===== src/logic/hwif_regs.svh =====
// register offsets, bit positions and reset values of the interrupt flag group
`ifndef HWIF_REGS_SVH
`define HWIF_REGS_SVH
// ------------------------------------------------------------
// register offsets
// ------------------------------------------------------------
`define HWIF_OFS_PENDING 8'h06
`define HWIF_OFS_ENABLE 8'h0F
`define HWIF_OFS_OUTEN 8'h13
// ------------------------------------------------------------
// bit positions
// ------------------------------------------------------------
`define HWIF_BIT_LOOP_A 12
`define HWIF_BIT_LOOP_B 11
`define HWIF_BIT_CTR_ROLL 9
`define HWIF_BIT_TERM_MATCH 7
`define HWIF_BIT_CTR_MATCH 5
`define HWIF_BIT_ADDR_PAR 3
`define HWIF_BIT_TERM_SUM 2
`define HWIF_BIT_CTR_SUM 0
// ------------------------------------------------------------
// masks and reset values
// ------------------------------------------------------------
`define HWIF_FLAG_MASK 16'h1AA8
`define HWIF_EN_RESET 16'h0008
`define HWIF_OE_RESET 16'h0008
`define HWIF_FULL16 16'hFFFF
`define HWIF_FULL32 32'hFFFFFFFF
`endif


===== src/logic/hwif_pkg.sv =====
// types shared by the interrupt flag group
`default_nettype none
package hwif_pkg;
  // ------------------------------------------------------------
  // types
  // ------------------------------------------------------------
  typedef logic [15:0] hwif_word_t; // one register or bus word
  typedef enum logic {HWIF_LB_IDLE, HWIF_LB_ARMED} hwif_lb_state_t; // echo checker
endpackage : hwif_pkg
`default_nettype wire


===== src/logic/hwif_loopback_chk.sv =====
// loop-back echo checker for words sent by the remote terminal
`default_nettype none
module hwif_loopback_chk
  import hwif_pkg::*;
(
  input wire logic clk,
  input wire logic rst_n,
  input wire logic rt_active,
  input wire logic tx_stb,
  input wire logic tx_bus_b,
  input wire logic tx_last,
  input wire hwif_word_t tx_data,
  input wire logic rx_stb,
  input wire logic rx_bus_b,
  input wire logic rx_sync_ok,
  input wire logic rx_enc_ok,
  input wire logic rx_bits_ok,
  input wire logic rx_par_ok,
  input wire hwif_word_t rx_data,
  output logic fail_a_q,
  output logic fail_b_q
);
  // ------------------------------------------------------------
  // decode of the echoed word
  // ------------------------------------------------------------
  hwif_lb_state_t state_q; // waiting for an echo or not
  logic exp_bus_b_q; // bus the word went out on
  logic exp_last_q; // last word of message
  hwif_word_t exp_data_q; // word as sent
  wire logic tx_take; // only terminal transmissions are checked
  wire logic echo_hit; // echo on the expected bus
  wire logic word_bad; // sync, coding, bit count, parity
  wire logic data_bad; // data compare on final word
  wire logic fail; // echo failed
  assign tx_take = tx_stb & rt_active;
  assign echo_hit = (state_q == HWIF_LB_ARMED) & rx_stb & (rx_bus_b == exp_bus_b_q);
  assign word_bad = ~(rx_sync_ok & rx_enc_ok & rx_bits_ok & rx_par_ok);
  assign data_bad = exp_last_q & (rx_data != exp_data_q);
  assign fail = echo_hit & (word_bad | data_bad);
  // ------------------------------------------------------------
  // state and capture
  // ------------------------------------------------------------
  // a new word re-arms even if the last echo never came back
  always_ff @(posedge clk or negedge rst_n) begin
    if (!rst_n) begin
      state_q <= HWIF_LB_IDLE;
      exp_bus_b_q <= 1'b0;
      exp_last_q <= 1'b0;
      exp_data_q <= 16'h0000;
    end else begin
      case (state_q)
        HWIF_LB_IDLE: begin
          if (tx_take) begin
            state_q <= HWIF_LB_ARMED;
          end
        end
        HWIF_LB_ARMED: begin
          if (echo_hit && !tx_take) begin
            state_q <= HWIF_LB_IDLE;
          end
        end
        default: begin
          state_q <= HWIF_LB_IDLE;
        end
      endcase
      if (tx_take) begin
        exp_bus_b_q <= tx_bus_b;
        exp_last_q <= tx_last;
        exp_data_q <= tx_data;
      end
    end
  end
  // ------------------------------------------------------------
  // failure pulses
  // ------------------------------------------------------------
  always_ff @(posedge clk or negedge rst_n) begin
    if (!rst_n) begin
      fail_a_q <= 1'b0;
      fail_b_q <= 1'b0;
    end else begin
      fail_a_q <= fail & ~exp_bus_b_q;
      fail_b_q <= fail & exp_bus_b_q;
    end
  end
endmodule : hwif_loopback_chk
`default_nettype wire


===== src/logic/hwif_flags_low.sv =====
// hardware interrupt flag group, bits 12 down to 0
// Functional notes
// echo words checked for sync, coding, count, parity
// final message word also compared data
// bus A/B echo failure sets bits 12/11
// controller counter wrap sets bit 9
// terminal counter reaching match sets bit 7
// controller counter reaching match sets bit 5
// even address parity at reset sets bit 3
// unused bits read zero, ignore writes
// enable/output-enable bits 2..0 read zero
// pending bit 2 summarises terminal pending
// pending bit 0 summarises controller pending
// echo failures only from terminal activity
// same event bits in all three registers
// enable gates pending; output-enable gates request
// flags stay until host writes one
// request is OR of enabled pending flags
`include "hwif_regs.svh"
`default_nettype none
module hwif_flags_low
  import hwif_pkg::*;
(
  input wire logic clk,
  input wire logic rst_n,
  input wire logic [7:0] reg_addr,
  input wire logic reg_wr,
  input wire logic reg_rd,
  input wire hwif_word_t reg_wdata,
  output hwif_word_t reg_rdata_q,
  input wire logic rt_active,
  input wire logic tx_stb,
  input wire logic tx_bus_b,
  input wire logic tx_last,
  input wire hwif_word_t tx_data,
  input wire logic rx_stb,
  input wire logic rx_bus_b,
  input wire logic rx_sync_ok,
  input wire logic rx_enc_ok,
  input wire logic rx_bits_ok,
  input wire logic rx_par_ok,
  input wire hwif_word_t rx_data,
  input wire logic bc_tt_inc,
  input wire logic bc_tt_wide,
  input wire logic [31:0] bc_tt_value,
  input wire logic [31:0] bc_tt_match,
  input wire logic rt_tt_inc,
  input wire hwif_word_t rt_tt_value,
  input wire hwif_word_t rt_tt_match,
  input wire logic [4:0] rt_addr,
  input wire logic rt_addr_par,
  input wire hwif_word_t rt_pending_reg,
  input wire hwif_word_t bc_pending_reg,
  output logic irq_q,
  output logic log_stb_q,
  output hwif_word_t log_bits_q
);
  // ------------------------------------------------------------
  // register decode
  // ------------------------------------------------------------
  wire logic sel_pend; // pending register addressed
  wire logic sel_en; // enable register addressed
  wire logic sel_oe; // output-enable register addressed
  wire logic wr_pend; // write-one-to-clear strobe
  wire logic wr_en; // enable write strobe
  wire logic wr_oe; // output-enable write strobe
  wire hwif_word_t flag_mask; // writable event bits
  assign flag_mask = `HWIF_FLAG_MASK;
  assign sel_pend = (reg_addr == `HWIF_OFS_PENDING);
  assign sel_en = (reg_addr == `HWIF_OFS_ENABLE);
  assign sel_oe = (reg_addr == `HWIF_OFS_OUTEN);
  assign wr_pend = reg_wr & sel_pend;
  assign wr_en = reg_wr & sel_en;
  assign wr_oe = reg_wr & sel_oe;

  // ------------------------------------------------------------
  // loop-back checker
  // ------------------------------------------------------------
  logic lb_fail_a; // bus A echo failed, one cycle
  logic lb_fail_b; // bus B echo failed, one cycle
  hwif_loopback_chk u_loopback (
    .clk(clk),
    .rst_n(rst_n),
    .rt_active(rt_active),
    .tx_stb(tx_stb),
    .tx_bus_b(tx_bus_b),
    .tx_last(tx_last),
    .tx_data(tx_data),
    .rx_stb(rx_stb),
    .rx_bus_b(rx_bus_b),
    .rx_sync_ok(rx_sync_ok),
    .rx_enc_ok(rx_enc_ok),
    .rx_bits_ok(rx_bits_ok),
    .rx_par_ok(rx_par_ok),
    .rx_data(rx_data),
    .fail_a_q(lb_fail_a),
    .fail_b_q(lb_fail_b)
  );

  // ------------------------------------------------------------
  // time tag events
  // ------------------------------------------------------------
  wire logic [31:0] bc_next; // controller count after increment
  wire hwif_word_t rt_next; // terminal count after increment
  wire logic bc_full; // controller count at its top
  wire logic bc_hit; // controller count meets match
  wire logic ev_roll; // controller wrap event
  wire logic ev_bc_match; // controller match event
  wire logic ev_rt_match; // terminal match event
  assign bc_next = bc_tt_value + 32'h00000001;
  assign rt_next = rt_tt_value + 16'h0001;
  // narrow mode looks at the low half only
  assign bc_full = bc_tt_wide ? (bc_tt_value == `HWIF_FULL32)
                              : (bc_tt_value[15:0] == `HWIF_FULL16);
  assign bc_hit = bc_tt_wide ? (bc_next == bc_tt_match)
                             : (bc_next[15:0] == bc_tt_match[15:0]);
  assign ev_roll = bc_tt_inc & bc_full;
  assign ev_bc_match = bc_tt_inc & bc_hit;
  assign ev_rt_match = rt_tt_inc & (rt_next == rt_tt_match);

  // ------------------------------------------------------------
  // address parity catch after reset
  // ------------------------------------------------------------
  logic par_seen_q; // parity already sampled
  logic ev_par_q; // parity fail pulse
  // sampled on the first edge after release, never under reset
  always_ff @(posedge clk or negedge rst_n) begin
    if (!rst_n) begin
      par_seen_q <= 1'b0;
      ev_par_q <= 1'b0;
    end else begin
      par_seen_q <= 1'b1;
      ev_par_q <= ~par_seen_q & ~(^{rt_addr, rt_addr_par});
    end
  end

  // ------------------------------------------------------------
  // event vector, same positions in all registers
  // ------------------------------------------------------------
  hwif_word_t ev_vec; // raw events by bit position
  always_comb begin
    ev_vec = 16'h0000;
    ev_vec[`HWIF_BIT_LOOP_A] = lb_fail_a;
    ev_vec[`HWIF_BIT_LOOP_B] = lb_fail_b;
    ev_vec[`HWIF_BIT_CTR_ROLL] = ev_roll;
    ev_vec[`HWIF_BIT_TERM_MATCH] = ev_rt_match;
    ev_vec[`HWIF_BIT_CTR_MATCH] = ev_bc_match;
    ev_vec[`HWIF_BIT_ADDR_PAR] = ev_par_q;
  end

  // ------------------------------------------------------------
  // enable and output-enable registers
  // ------------------------------------------------------------
  hwif_word_t en_q; // event enables
  hwif_word_t oe_q; // request pin enables
  // only event bits are kept; bits 2..0 and spares stay zero
  always_ff @(posedge clk or negedge rst_n) begin
    if (!rst_n) begin
      en_q <= `HWIF_EN_RESET;
      oe_q <= `HWIF_OE_RESET;
    end else begin
      if (wr_en) begin
        en_q <= reg_wdata & flag_mask;
      end
      if (wr_oe) begin
        oe_q <= reg_wdata & flag_mask;
      end
    end
  end

  // ------------------------------------------------------------
  // pending flags, one per bit position
  // ------------------------------------------------------------
  hwif_word_t set_v; // enabled events this cycle
  hwif_word_t flag_d; // next flag state
  hwif_word_t flag_q; // sticky flags
  assign set_v = ev_vec & en_q & flag_mask;
  genvar gi;
  generate
    for (gi = 0; gi < 16; gi++) begin : g_flag
      // set beats a clear landing in the same cycle
      assign flag_d[gi] = set_v[gi] | (flag_q[gi] & ~(wr_pend & reg_wdata[gi]));
      always_ff @(posedge clk or negedge rst_n) begin
        if (!rst_n) begin
          flag_q[gi] <= 1'b0;
        end else begin
          flag_q[gi] <= flag_d[gi];
        end
      end
    end
  endgenerate

  // ------------------------------------------------------------
  // summary bits from the other pending registers
  // ------------------------------------------------------------
  logic rt_sum_q; // terminal register non-zero
  logic bc_sum_q; // controller register non-zero
  // follow the source registers; no clear from here
  always_ff @(posedge clk or negedge rst_n) begin
    if (!rst_n) begin
      rt_sum_q <= 1'b0;
      bc_sum_q <= 1'b0;
    end else begin
      rt_sum_q <= |rt_pending_reg;
      bc_sum_q <= |bc_pending_reg;
    end
  end

  // ------------------------------------------------------------
  // read view
  // ------------------------------------------------------------
  hwif_word_t pend_view; // pending register as read
  wire hwif_word_t rd_mux; // selected register
  always_comb begin
    pend_view = flag_q & flag_mask;
    pend_view[`HWIF_BIT_TERM_SUM] = rt_sum_q;
    pend_view[`HWIF_BIT_CTR_SUM] = bc_sum_q;
  end
  // unmapped addresses read zero
  assign rd_mux = sel_pend ? pend_view :
                  sel_en ? en_q :
                  sel_oe ? oe_q : 16'h0000;
  // read data lands one cycle after the strobe and holds
  always_ff @(posedge clk or negedge rst_n) begin
    if (!rst_n) begin
      reg_rdata_q <= 16'h0000;
    end else if (reg_rd) begin
      reg_rdata_q <= rd_mux;
    end
  end

  // ------------------------------------------------------------
  // request pin and log strobe
  // ------------------------------------------------------------
  // built from next state so the pin tracks the flags without lag
  always_ff @(posedge clk or negedge rst_n) begin
    if (!rst_n) begin
      irq_q <= 1'b0;
      log_stb_q <= 1'b0;
      log_bits_q <= 16'h0000;
    end else begin
      irq_q <= |(flag_d & oe_q & flag_mask);
      log_stb_q <= |set_v;
      log_bits_q <= set_v;
    end
  end
endmodule : hwif_flags_low
`default_nettype wire


===== config.mk =====
export PLATFORM = sky130hd
export DESIGN_NAME = hwif_flags_low
export DESIGN_NICKNAME = d
export VERILOG_FILES = /design/src/logic/hwif_pkg.sv /design/src/logic/hwif_loopback_chk.sv /design/src/logic/hwif_flags_low.sv
export VERILOG_INCLUDE_DIRS = /design/src /design/src/logic
export SDC_FILE = /design/constraint.sdc
export NUM_CORES = 1
export LEC_CHECK = 0
export BUFFER_PORTS_ARGS = -buffer_cell sky130_fd_sc_hd__buf_4
export CAP_MARGIN = 20
export CORE_MARGIN = 2
export CORE_UTILIZATION = 49
export DETAILED_ROUTE_END_ITERATION = 7
export PLACE_DENSITY = 0.87
export SLEW_MARGIN = 10
export SYNTH_ARGS = -nofsm -noshare
export SYNTH_HDL_FRONTEND = slang
export SYNTH_SLANG_ARGS = --single-unit

===== constraint.sdc =====
create_clock -name clk -period 3.02 [get_ports clk]
set_input_delay 0.302 -clock clk [delete_from_list [all_inputs] [get_ports clk]]
set_output_delay 0.302 -clock clk [all_outputs]
set_load 0.01 [all_outputs]

==> results of run 1 <==
## layer usage
layer	up-vias	share of wire
met5	-	0
met2	203	0.54
met1	2098	0.36
met3	25	0.073
li1	2138	-
met4	0	0.023
## cells by family after synthesis
family,after synthesis,synth area share
muxes,36,0.0897
AOI/OAI and AO/OA,76,0.126
adders and majority gates,2,0.00560
xor gates and xnor gates,78,0.153
buffers and inverters,42,0.0516
and+or+nand+nor,173,0.241
DFF,59,0.331
other,2,0.00168
## worst register-to-register path: cells and delay by family, from the launching register on
| family | cells | cell delay (ns) |
|---|---|---|
| simple gates | 3 | 0.81 |
| compound gates | 4 | 0.84 |
| flops | 1 | 0.38 |
## synth_stat cells, drive strengths merged (5+ instances only)
cell	instances	area, um^2
dfrtp	57	1430
xor2	43	377
xnor2	35	307
mux2	32	360
nand2	22	82.6
nand3	22	110
nor2	22	85.1
buf	21	150
nand4	21	146
nor4	18	125
a21oi	17	85.1
and3	17	106
inv	13	48.8
o21ai	13	68.8
and4	9	81.3
clkbuf	8	31.3
a222oi	6	60.1
a31oi	6	37.5
and2	6	38.8
nor3b	6	45.0
a211oi	5	37.5
nor3	5	36.3
## state kept, by name, indices dropped and copies added, names as in the netlist, 6 cells and up
name,flops
u_loopback.exp_data_q,16
reg_rdata_q,8
en_q,6
flag_q,6
log_bits_q,6
oe_q,6
## metrics by stage
step | setup slack (ns) | total power [mW]
floorplan | 0.805 | 1.20
global placement | 0.458 | 1.48
detailed placement | 0.348 | 1.51
CTS | 0.693 | 2.33
global route | 0.551 | 2.43
finish | 0.729 | 2.32
## path summary, 6_finish.rpt
check | endpoint | slack [ns]
hold reg to reg | ev_par_q | 0.39
max in group asynchronous | bc_sum_q | 2.53
hold / removal | u_loopback.exp_data_q[12] | 0.02
setup reg to reg | irq_q | 0.92
min in group clk | rt_sum_q | 0.17
setup / recovery | irq_q | 0.73
## area by class of cell
class / count / area (um^2) / share of cell area
clock buffers: 12 / 155 / 0.0246
clock inverters: 4 / 73.8 / 0.0117
inverters: 13 / 48.8 / 0.00774
multi-input cells: 384 / 2820 / 0.447
flip-flops and latches: 59 / 1480 / 0.235
well taps: 108 / 135 / 0.0214
repair buffers: 212 / 1590 / 0.253
## power breakdown
| part | leakage [nW] | internal [mW] | switching, mW |
|---|---|---|---|
| registers | 0.738 | 0.857 | 0.0443 |
| clock network | 0.117 | 0.510 | 0.308 |
| logic | 2.10 | 0.334 | 0.265 |
| total | 2.95 | 1.70 | 0.617 |
==> impl_metrics.json, run 1 <==
{
  "status": "completed",
  "chipHeight_um": 99.5,
  "register_clock_pin_slew_on_the_reported_worst_setup_and_hold_paths_ns": 0.07,
  "total_number_of_clock_tree_sinks": 59,
  "pwr_density_cell_nw_per_um2": 368,
  "drtPass1Iterations": 5,
  "cts_inserted_buffers": 9,
  "nFillCells": 688,
  "finalHoldWorstSlack_ns": 0.0198,
  "number_of_antenna_violations_at_the_first_check_in_global_routing": 0,
  "die_x_um": 99.5,
  "worst_hold_path_type": "in2async",
  "drc_errors": 0,
  "clockBufferDepth": 2,
  "grt_pass1_wl_mm": 20.9,
  "use_met2": 0.491,
  "synth-warning-count": 0,
  "critical_path.cell_chain": "buf_4 > ha_1 > xnor2_1 > nand4_1 > a2111oi_4 > o2111ai_1 > nor4_2 > nor4b_4 > a41oi_2 > o21ai_2",
  "initial_core_util": 0.509,
  "post_synth_inst_count": 468,
  "finalSetupViolCount": 0,
  "mostFrequentLayoutCells": "sky130_fd_sc_hd__buf_4 (212), sky130_fd_sc_hd__dfrtp_1 (57), sky130_fd_sc_hd__xor2_1 (43)",
  "rsz0062_at_grt": "no",
  "cts_resized": 0,
  "first_global_vias": 4634,
  "timing.critical_path.to_type": "register",
  "static-leakage-power_nw": 2.95,
  "cts_htree_levels": 3,
  "proportion_of_layout_cells_with_a_drive_suffix_above_1": 0.406,
  "gr-usage-met3": 0.0478,
  "cts.root.buffer_cell": "sky130_fd_sc_hd__clkbuf_8",
  "drt_wl_total_mm": 12.8,
  "worst_clock_skew_ns": 0.00729,
  "synth_area_per_cell_um2": 9.54,
  "crit_path_top_delay_cell": "sky130_fd_sc_hd__nor4_2",
  "coreArea_um2": 8760,
  "synth.yosys.seq_area_share": 0.331,
  "synth.ff_latch_count": 59,
  "worst_skew_pair_latency_ns": 0.34,
  "critical_path_arrival_ns": 2.56,
  "required_time_worst_endpoint_ns": 3.29,
  "n_antenna_cell": 0,
  "critical_path_peak_fanout": 5,
  "tightest_slew_ns": 0.813,
  "met1_grt_util": 0.289,
  "placedCellCount": 776,
  "most_common_cell_after_layout_fill_and_taps_aside": "sky130_fd_sc_hd__buf_4",
  "grt.overflow.total": 0,
  "routed_vias": 4464,
  "placementRows": 34,
  "die-area_um2": 9890,
  "synth_enable_flop_cells": 0,
  "drt.antenna.violating_nets": 0,
  "timing.final.max_slew_violations": 0,
  "crit_family": "compound AO/OA/AOI/OAI gates",
  "first_iter_violations": 230,
  "io_buffer_count": 212,
  "critical_path_depth": 10,
  "post-route-min-period_ns": 2.29,
  "synth_cell_type_count": 68,
  "timing.max_cap.violations": 0,
  "finish.cell_count_without_fillers": 792,
  "slew_headroom": 0.457,
  "route.detailed.wl_per_inst_um": 16.1,
  "worstPathBufferInverterCount": 1,
  "synthToLayoutAreaGrowth_pct": 41.2,
  "synth-async-reset-ratio": 1.00,
  "dominantRegCellSynth": "sky130_fd_sc_hd__dfrtp_1",
  "crit_start": "bc_tt_value[0]",
  "fin_tns_setup_ns": 0,
  "hpwl_mm": 10.5,
  "final_hold_viol_count": 0,
  "r2r-start": "en_q[5]",
  "avgViaCountPerCell": 5.64,
  "maxClockFrequency_mhz": 436,
  "gr-max-usage-layer": "met2",
  "placed_instance_area_um2": 6070,
  "vdd_ir_drop_max_mv": 0.354,
  "grt.total_usage": 0.261,
  "number_of_post_cts_setup_repair_buffers": 0,
  "grt_max_degree": 60,
  "worstSetupPathType": "in2reg",
  "design.final.nets": 888,
  "delay_of_the_slowest_cell_on_the_worst_path_ns": 0.38,
  "tritoncts": "done",
  "fin_crit_sh": 0.759,
  "post_cts_hold_buffer_count": 0,
  "gp_congestion": 0.896,
  "cp-start-kind": "primary input",
  "synth_area_um2": 4460,
  "boundaryPins": 241,
  "share_of_the_core_filled_with_cells_in_the_final_layout": 0.719,
  "worst_r2r_path_depth": 7,
  "postLayoutCellArea_um2": 6300
}
Note: power is estimated with default switching activity, not from simulation.
==> run 2, diff against run 1 <==
Settings changed: CORE_UTILIZATION 49 to 41, PLACE_DENSITY 0.87 to 0.77.
Clock period 3.02 ns to 2.05 ns, I/O delays scaled along.
==> impl_metrics.json, run 2 (same netlist as run 1, synthesis figures left out) <==
{
  "io_buffer_count": 212,
  "avgViaCountPerCell": 5.35,
  "cts.root.buffer_cell": "sky130_fd_sc_hd__clkbuf_8",
  "static-leakage-power_nw": 3.29,
  "gp_congestion": 0.914,
  "tritoncts": "done",
  "drt.antenna.violating_nets": 0,
  "worstSetupPathType": "in2reg",
  "routed_vias": 4738,
  "most_common_cell_after_layout_fill_and_taps_aside": "sky130_fd_sc_hd__buf_4",
  "power_mw": 3.42,
  "number_of_antenna_violations_at_the_first_check_in_global_routing": 0,
  "finalSetupViolCount": 0,
  "switching_share": 0.281,
  "total_number_of_clock_tree_sinks": 59,
  "die-area_um2": 11700,
  "registers_with_the_highest_flip_flop_counts": "u_loopback.exp_data_q: 16 flops, reg_rdata_q: 8 flops",
  "share_of_total_power_in_combinational_logic": 0.289,
  "n_antenna_cell": 0,
  "drt_wl_total_mm": 13.6,
  "worst_skew_pair_latency_ns": 0.34,
  "grt_pass1_wl_mm": 21.3,
  "tightest_slew_ns": 0.739,
  "share_of_the_core_filled_with_cells_in_the_final_layout": 0.645,
  "post-route-min-period_ns": 1.99,
  "grt_max_degree": 60,
  "pwr_density_cell_nw_per_um2": 493,
  "routed.top_layer": "met4",
  "place_ws_ns": -0.371,
  "placedCellCount": 867,
  "routedLengthMet1_mm": 5.15,
  "power_report.internal_total_mw": 2.45,
  "final_hold_viol_count": 0,
  "postLayoutCellArea_um2": 6930,
  "required_time_worst_endpoint_ns": 2.30,
  "timing.max_cap.violations": 0,
  "boundaryPins": 241,
  "fin_crit_sh": 0.969,
  "drtPass1Iterations": 5,
  "critical_path_peak_fanout": 5,
  "worst_hold_path_type": "in2reg",
  "first_global_vias": 4852,
  "grt.overflow.total": 0,
  "switchingPower_mw": 0.961,
  "regMostFlops": "u_loopback.exp_data_q",
  "placed_instance_area_um2": 6560,
  "chipHeight_um": 108,
  "clock_network_power_share": 0.324,
  "design.final.nets": 950,
  "nFillCells": 889,
  "initial_core_util": 0.415,
  "first_iter_violations": 278,
  "hpwl_mm": 11.1,
  "timing.final.max_slew_violations": 0,
  "drc_errors": 0,
  "cts_inserted_buffers": 9,
  "maxClockFrequency_mhz": 503,
  "mostFrequentLayoutCells": "sky130_fd_sc_hd__buf_4 (271), sky130_fd_sc_hd__dfrtp_1 (57), sky130_fd_sc_hd__xor2_1 (43)",
  "synthToLayoutAreaGrowth_pct": 55.2,
  "finish.cell_count_without_fillers": 886,
  "cts_htree_levels": 3,
  "final.setup.worst_slack_ns": 0.0637,
  "status": "completed",
  "placementRows": 38,
  "proportion_of_layout_cells_with_a_drive_suffix_above_1": 0.475,
  "grt.total_usage": 0.227,
  "met3_wirelength_mm": 1.06,
  "met2_length_mm": 7.03,
  "share_seq_of_total_power": 0.388,
  "vdd_ir_drop_max_mv": 0.518,
  "coreArea_um2": 10700,
  "cp-start-kind": "primary input",
  "slew_headroom": 0.507,
  "die_x_um": 108,
  "clockBufferDepth": 2,
  "route.detailed.wl_per_inst_um": 15.3,
  "critical_path_arrival_ns": 2.24,
  "register_clock_pin_slew_on_the_reported_worst_setup_and_hold_paths_ns": 0.08,
  "flip_flop_count_of_the_largest_register_all_copies_and_words_added": 16,
  "worst_clock_skew_ns": 0.0169,
  "timing.critical_path.to_type": "register"
}
[run 2: cell types whose count changed in the layout (fill, tap and decap cells not counted), moves of 2 or more]
cell                     before  now
sky130_fd_sc_hd__and4_1       8    6
sky130_fd_sc_hd__nor4_4       0    2
sky130_fd_sc_hd__buf_6        0    2
sky130_fd_sc_hd__buf_4      212  271
[run 2: critical path, stage by stage]
cell,delay [ns]
sky130_fd_sc_hd__buf_4,0.11
sky130_fd_sc_hd__ha_4,0.15
sky130_fd_sc_hd__and3_1,0.25
sky130_fd_sc_hd__nand4_1,0.13
sky130_fd_sc_hd__xnor2_1,0.14
sky130_fd_sc_hd__a211o_1,0.31
sky130_fd_sc_hd__nor4_4,0.31
sky130_fd_sc_hd__nor4b_4,0.28
sky130_fd_sc_hd__a41oi_4,0.18
sky130_fd_sc_hd__nand4bb_1,0.16
[run 2: per-layer routing]
metal | vias to the layer above | GRT usage
li1 | 2268 | -
met1 | 2236 | 0.249
met2 | 197 | 0.411
met3 | 37 | 0.0681
met4 | 0 | 0.0888
met5 | - | 0
[run 2: metrics by stage]
stage	hold slack (ns)	setup TNS, ns
2_1_floorplan	-0.0906	-0.000745
3_3_place_gp	0.311	-1.19
3_5_place_dp	0.319	-1.64
4_1_cts	0.0460	0
5_1_grt	0.0486	-0.0000557
6_report	0.0625	0
[run 2: layout make-up]
type                       instances  area (um^2)  area share
multi-input combinational        384         2950       0.425
clock inverter                     5         60.1     0.00867
timing repair buffer             274         2070       0.298
sequential                        59         1480       0.213
inverter                          13         48.8     0.00704
clock buffer                      11          151      0.0218
tap                              140          175      0.0253
[run 2: worst paths after layout]
| check | start | endpoint | slack, ns | depth (start not counted) |
|---|---|---|---|---|
| setup / recovery | bc_tt_value[0] | log_stb_q | 0.06 | 10 |
| setup reg to reg | en_q[5] | log_stb_q | 0.13 | 7 |
| hold / removal | rt_pending_reg[14] | rt_sum_q | 0.06 | 3 |
| max in group asynchronous | rst_n | log_bits_q[5] | 1.08 | 2 |
| hold reg to reg | par_seen_q | ev_par_q | 0.40 | 1 |
| min in group asynchronous | rst_n | u_loopback.exp_data_q[15] | 0.47 | 2 |
[run 2: timing repair]
item,in CTS,in global routing
setup endpoints to repair,2,4
hold buffers,1,0
endpoints found under the hold margin,57,0
buffers inserted,1,1
pin swaps,7,10
resized for setup,6,17
[run 2: power by group through the flow]
stage                     Sequential, mW  Combinational, mW  Clock [mW]
after detailed placement            1.35              0.954           0
after CTS                           1.32              0.968        1.14
final                               1.32              0.987        1.11
after global placement              1.34              0.923           0
after floorplan                     1.33              0.442           0
after global routing                1.34               1.08        1.20
==> run 3, diff against run 2 <==
Settings changed: CORE_MARGIN 2 to default.
==> impl_metrics.json, run 3 (same netlist as run 1, synthesis figures left out) <==
{
  "cts.root.buffer_cell": "sky130_fd_sc_hd__clkbuf_8",
  "cts_inserted_buffers": 9,
  "design.final.nets": 952,
  "grt_pass1_wl_mm": 21.7,
  "drc_errors": 0,
  "clockBufferDepth": 2,
  "r2r-start": "en_q[5]",
  "timing.max_cap.violations": 0,
  "chipHeight_um": 106,
  "synthToLayoutAreaGrowth_pct": 54.1,
  "r2r_slack_ns": 0.14,
  "worstPathBufferInverterCount": 2,
  "drt_wl_total_mm": 13.7,
  "first_global_vias": 4708,
  "initial_core_util": 0.427,
  "cts_htree_levels": 3,
  "rsz0062_at_grt": "yes",
  "worstSetupPathType": "in2reg",
  "post-route-min-period_ns": 1.97,
  "drt.antenna.violating_nets": 0,
  "vdd_ir_drop_max_mv": 0.444,
  "mostFrequentLayoutCells": "sky130_fd_sc_hd__buf_4 (275), sky130_fd_sc_hd__dfrtp_1 (57), sky130_fd_sc_hd__xor2_1 (43)",
  "pwr_density_cell_nw_per_um2": 467,
  "proportion_of_layout_cells_with_a_drive_suffix_above_1": 0.479,
  "crit_reg_reg_endpoint": "irq_q",
  "required_time_worst_endpoint_ns": 2.31,
  "gp_congestion": 0.885,
  "finalSetupViolCount": 0,
  "io_buffer_count": 212,
  "most_common_cell_after_layout_fill_and_taps_aside": "sky130_fd_sc_hd__buf_4",
  "crit_start": "bc_tt_value[1]",
  "delay_of_the_slowest_cell_on_the_worst_path_ns": 0.30,
  "first_iter_violations": 287,
  "static-leakage-power_nw": 3.27,
  "critical_path_depth": 10,
  "grt_max_degree": 60,
  "slew_headroom": 0.510,
  "n_antenna_cell": 0,
  "power_mw": 3.21,
  "crit_path_top_delay_cell": "sky130_fd_sc_hd__nor4_4",
  "coreArea_um2": 10500,
  "tightest_slew_ns": 0.736,
  "boundaryPins": 241,
  "worst_hold_path_type": "in2reg",
  "route.detailed.wl_per_inst_um": 15.5,
  "regMostFlops": "u_loopback.exp_data_q",
  "final.setup.worst_slack_ns": 0.0774,
  "routed_vias": 4688,
  "drtPass1Iterations": 7,
  "most_frequent_cell_on_the_critical_path": "sky130_fd_sc_hd__buf_4",
  "worst_skew_pair_latency_ns": 0.34,
  "critical_path_arrival_ns": 2.23,
  "critical_path.cell_chain": "buf_4 > buf_4 > and3_4 > nor4bb_2 > nor2_1 > a211o_1 > nor4_4 > nor4b_4 > a41oi_2 > o21ai_2",
  "worst_clock_skew_ns": 0.00963,
  "crit_family": "simple AND/OR/NAND/NOR gates",
  "grt.overflow.total": 0,
  "number_of_antenna_violations_at_the_first_check_in_global_routing": 0,
  "tritoncts": "done",
  "critical_path_peak_fanout": 4,
  "timing.final.max_slew_violations": 0,
  "register_clock_pin_slew_on_the_reported_worst_setup_and_hold_paths_ns": 0.07,
  "grt.total_usage": 0.244,
  "worst_r2r_path_depth": 7,
  "final_hold_viol_count": 0,
  "place_ws_ns": -0.455,
  "fin_crit_sh": 0.962,
  "placementRows": 37,
  "critical_path.endpoint": "irq_q",
  "flip_flop_count_of_the_largest_register_all_copies_and_words_added": 16,
  "total_number_of_clock_tree_sinks": 59,
  "timing.critical_path.to_type": "register",
  "avgViaCountPerCell": 5.30,
  "cp-start-kind": "primary input",
  "status": "completed",
  "hpwl_mm": 11.3,
  "die-area_um2": 11300,
  "die_x_um": 106,
  "registers_with_the_highest_flip_flop_counts": "u_loopback.exp_data_q: 16 flops, reg_rdata_q: 8 flops",
  "maxClockFrequency_mhz": 507
}
## run 3: per-layer routing
layer | track usage | wire, um | up-vias
li1 | - | - | 2268
met1 | 0.280 | 5440 | 2191
met2 | 0.437 | 6970 | 203
met3 | 0.0570 | 882 | 26
met4 | 0.0923 | 378 | 0
met5 | 0 | 0 | -
## run 3: worst min-delay path, delay by kind of cell
kind | cells | cell delay [ns]
buffers and inverters | 1 | 0.08
and+or+nand+nor | 2 | 0.09
## run 3: area by class of cell
| type | count | area (um^2) |
|---|---|---|
| fill | 866 | 3580 |
| multi-input combinational | 384 | 2940 |
| timing repair buffer | 276 | 2070 |
| sequential | 59 | 1480 |
| tap | 136 | 170 |
| clock buffer | 9 | 124 |
| inverter | 13 | 48.8 |
| clock inverter | 7 | 45.0 |
## run 3: worst min-delay path by stage
stage | cells past startpoint | slack (ns) | endpoint | from
floorplan | 0 | -0.09 | bc_sum_q | rst_n
CTS | 3 | 0.06 | bc_sum_q | bc_pending_reg[14]
global route | 3 | 0.05 | bc_sum_q | bc_pending_reg[14]
finish | 3 | 0.07 | bc_sum_q | bc_pending_reg[14]
global placement | 1 | 0.31 | u_loopback.exp_data_q[12] | rst_n
detailed placement | 1 | 0.31 | u_loopback.exp_data_q[12] | rst_n
## run 3: through the flow
step,TNS [ns],hold slack [ns],util,instances,area (um^2)
2_1_floorplan,-0.000745,-0.0906,-,485,4540
3_3_place_gp,-1.33,0.306,0.628,864,6570
3_5_place_dp,-1.74,0.313,0.628,864,6570
4_1_cts,0,0.0611,0.649,883,6800
5_1_grt,-0.00842,0.0542,0.658,884,6880
6_report,0,0.0713,0.658,884,6880
## run 3: what timing repair did
action,in CTS,in global routing
endpoints found under the setup margin,4,4
gates resized for setup,6,13
buffers inserted,2,1
pin swaps,9,5
hold buffers,1,0
hold endpoints to repair,57,0
## run 3: where the power goes
part / leakage, nW / internal, mW / switching, mW
clock: 0.0770 / 0.430 / 0.470
combinational: 2.45 / 0.563 / 0.430
sequential: 0.738 / 1.26 / 0.0584
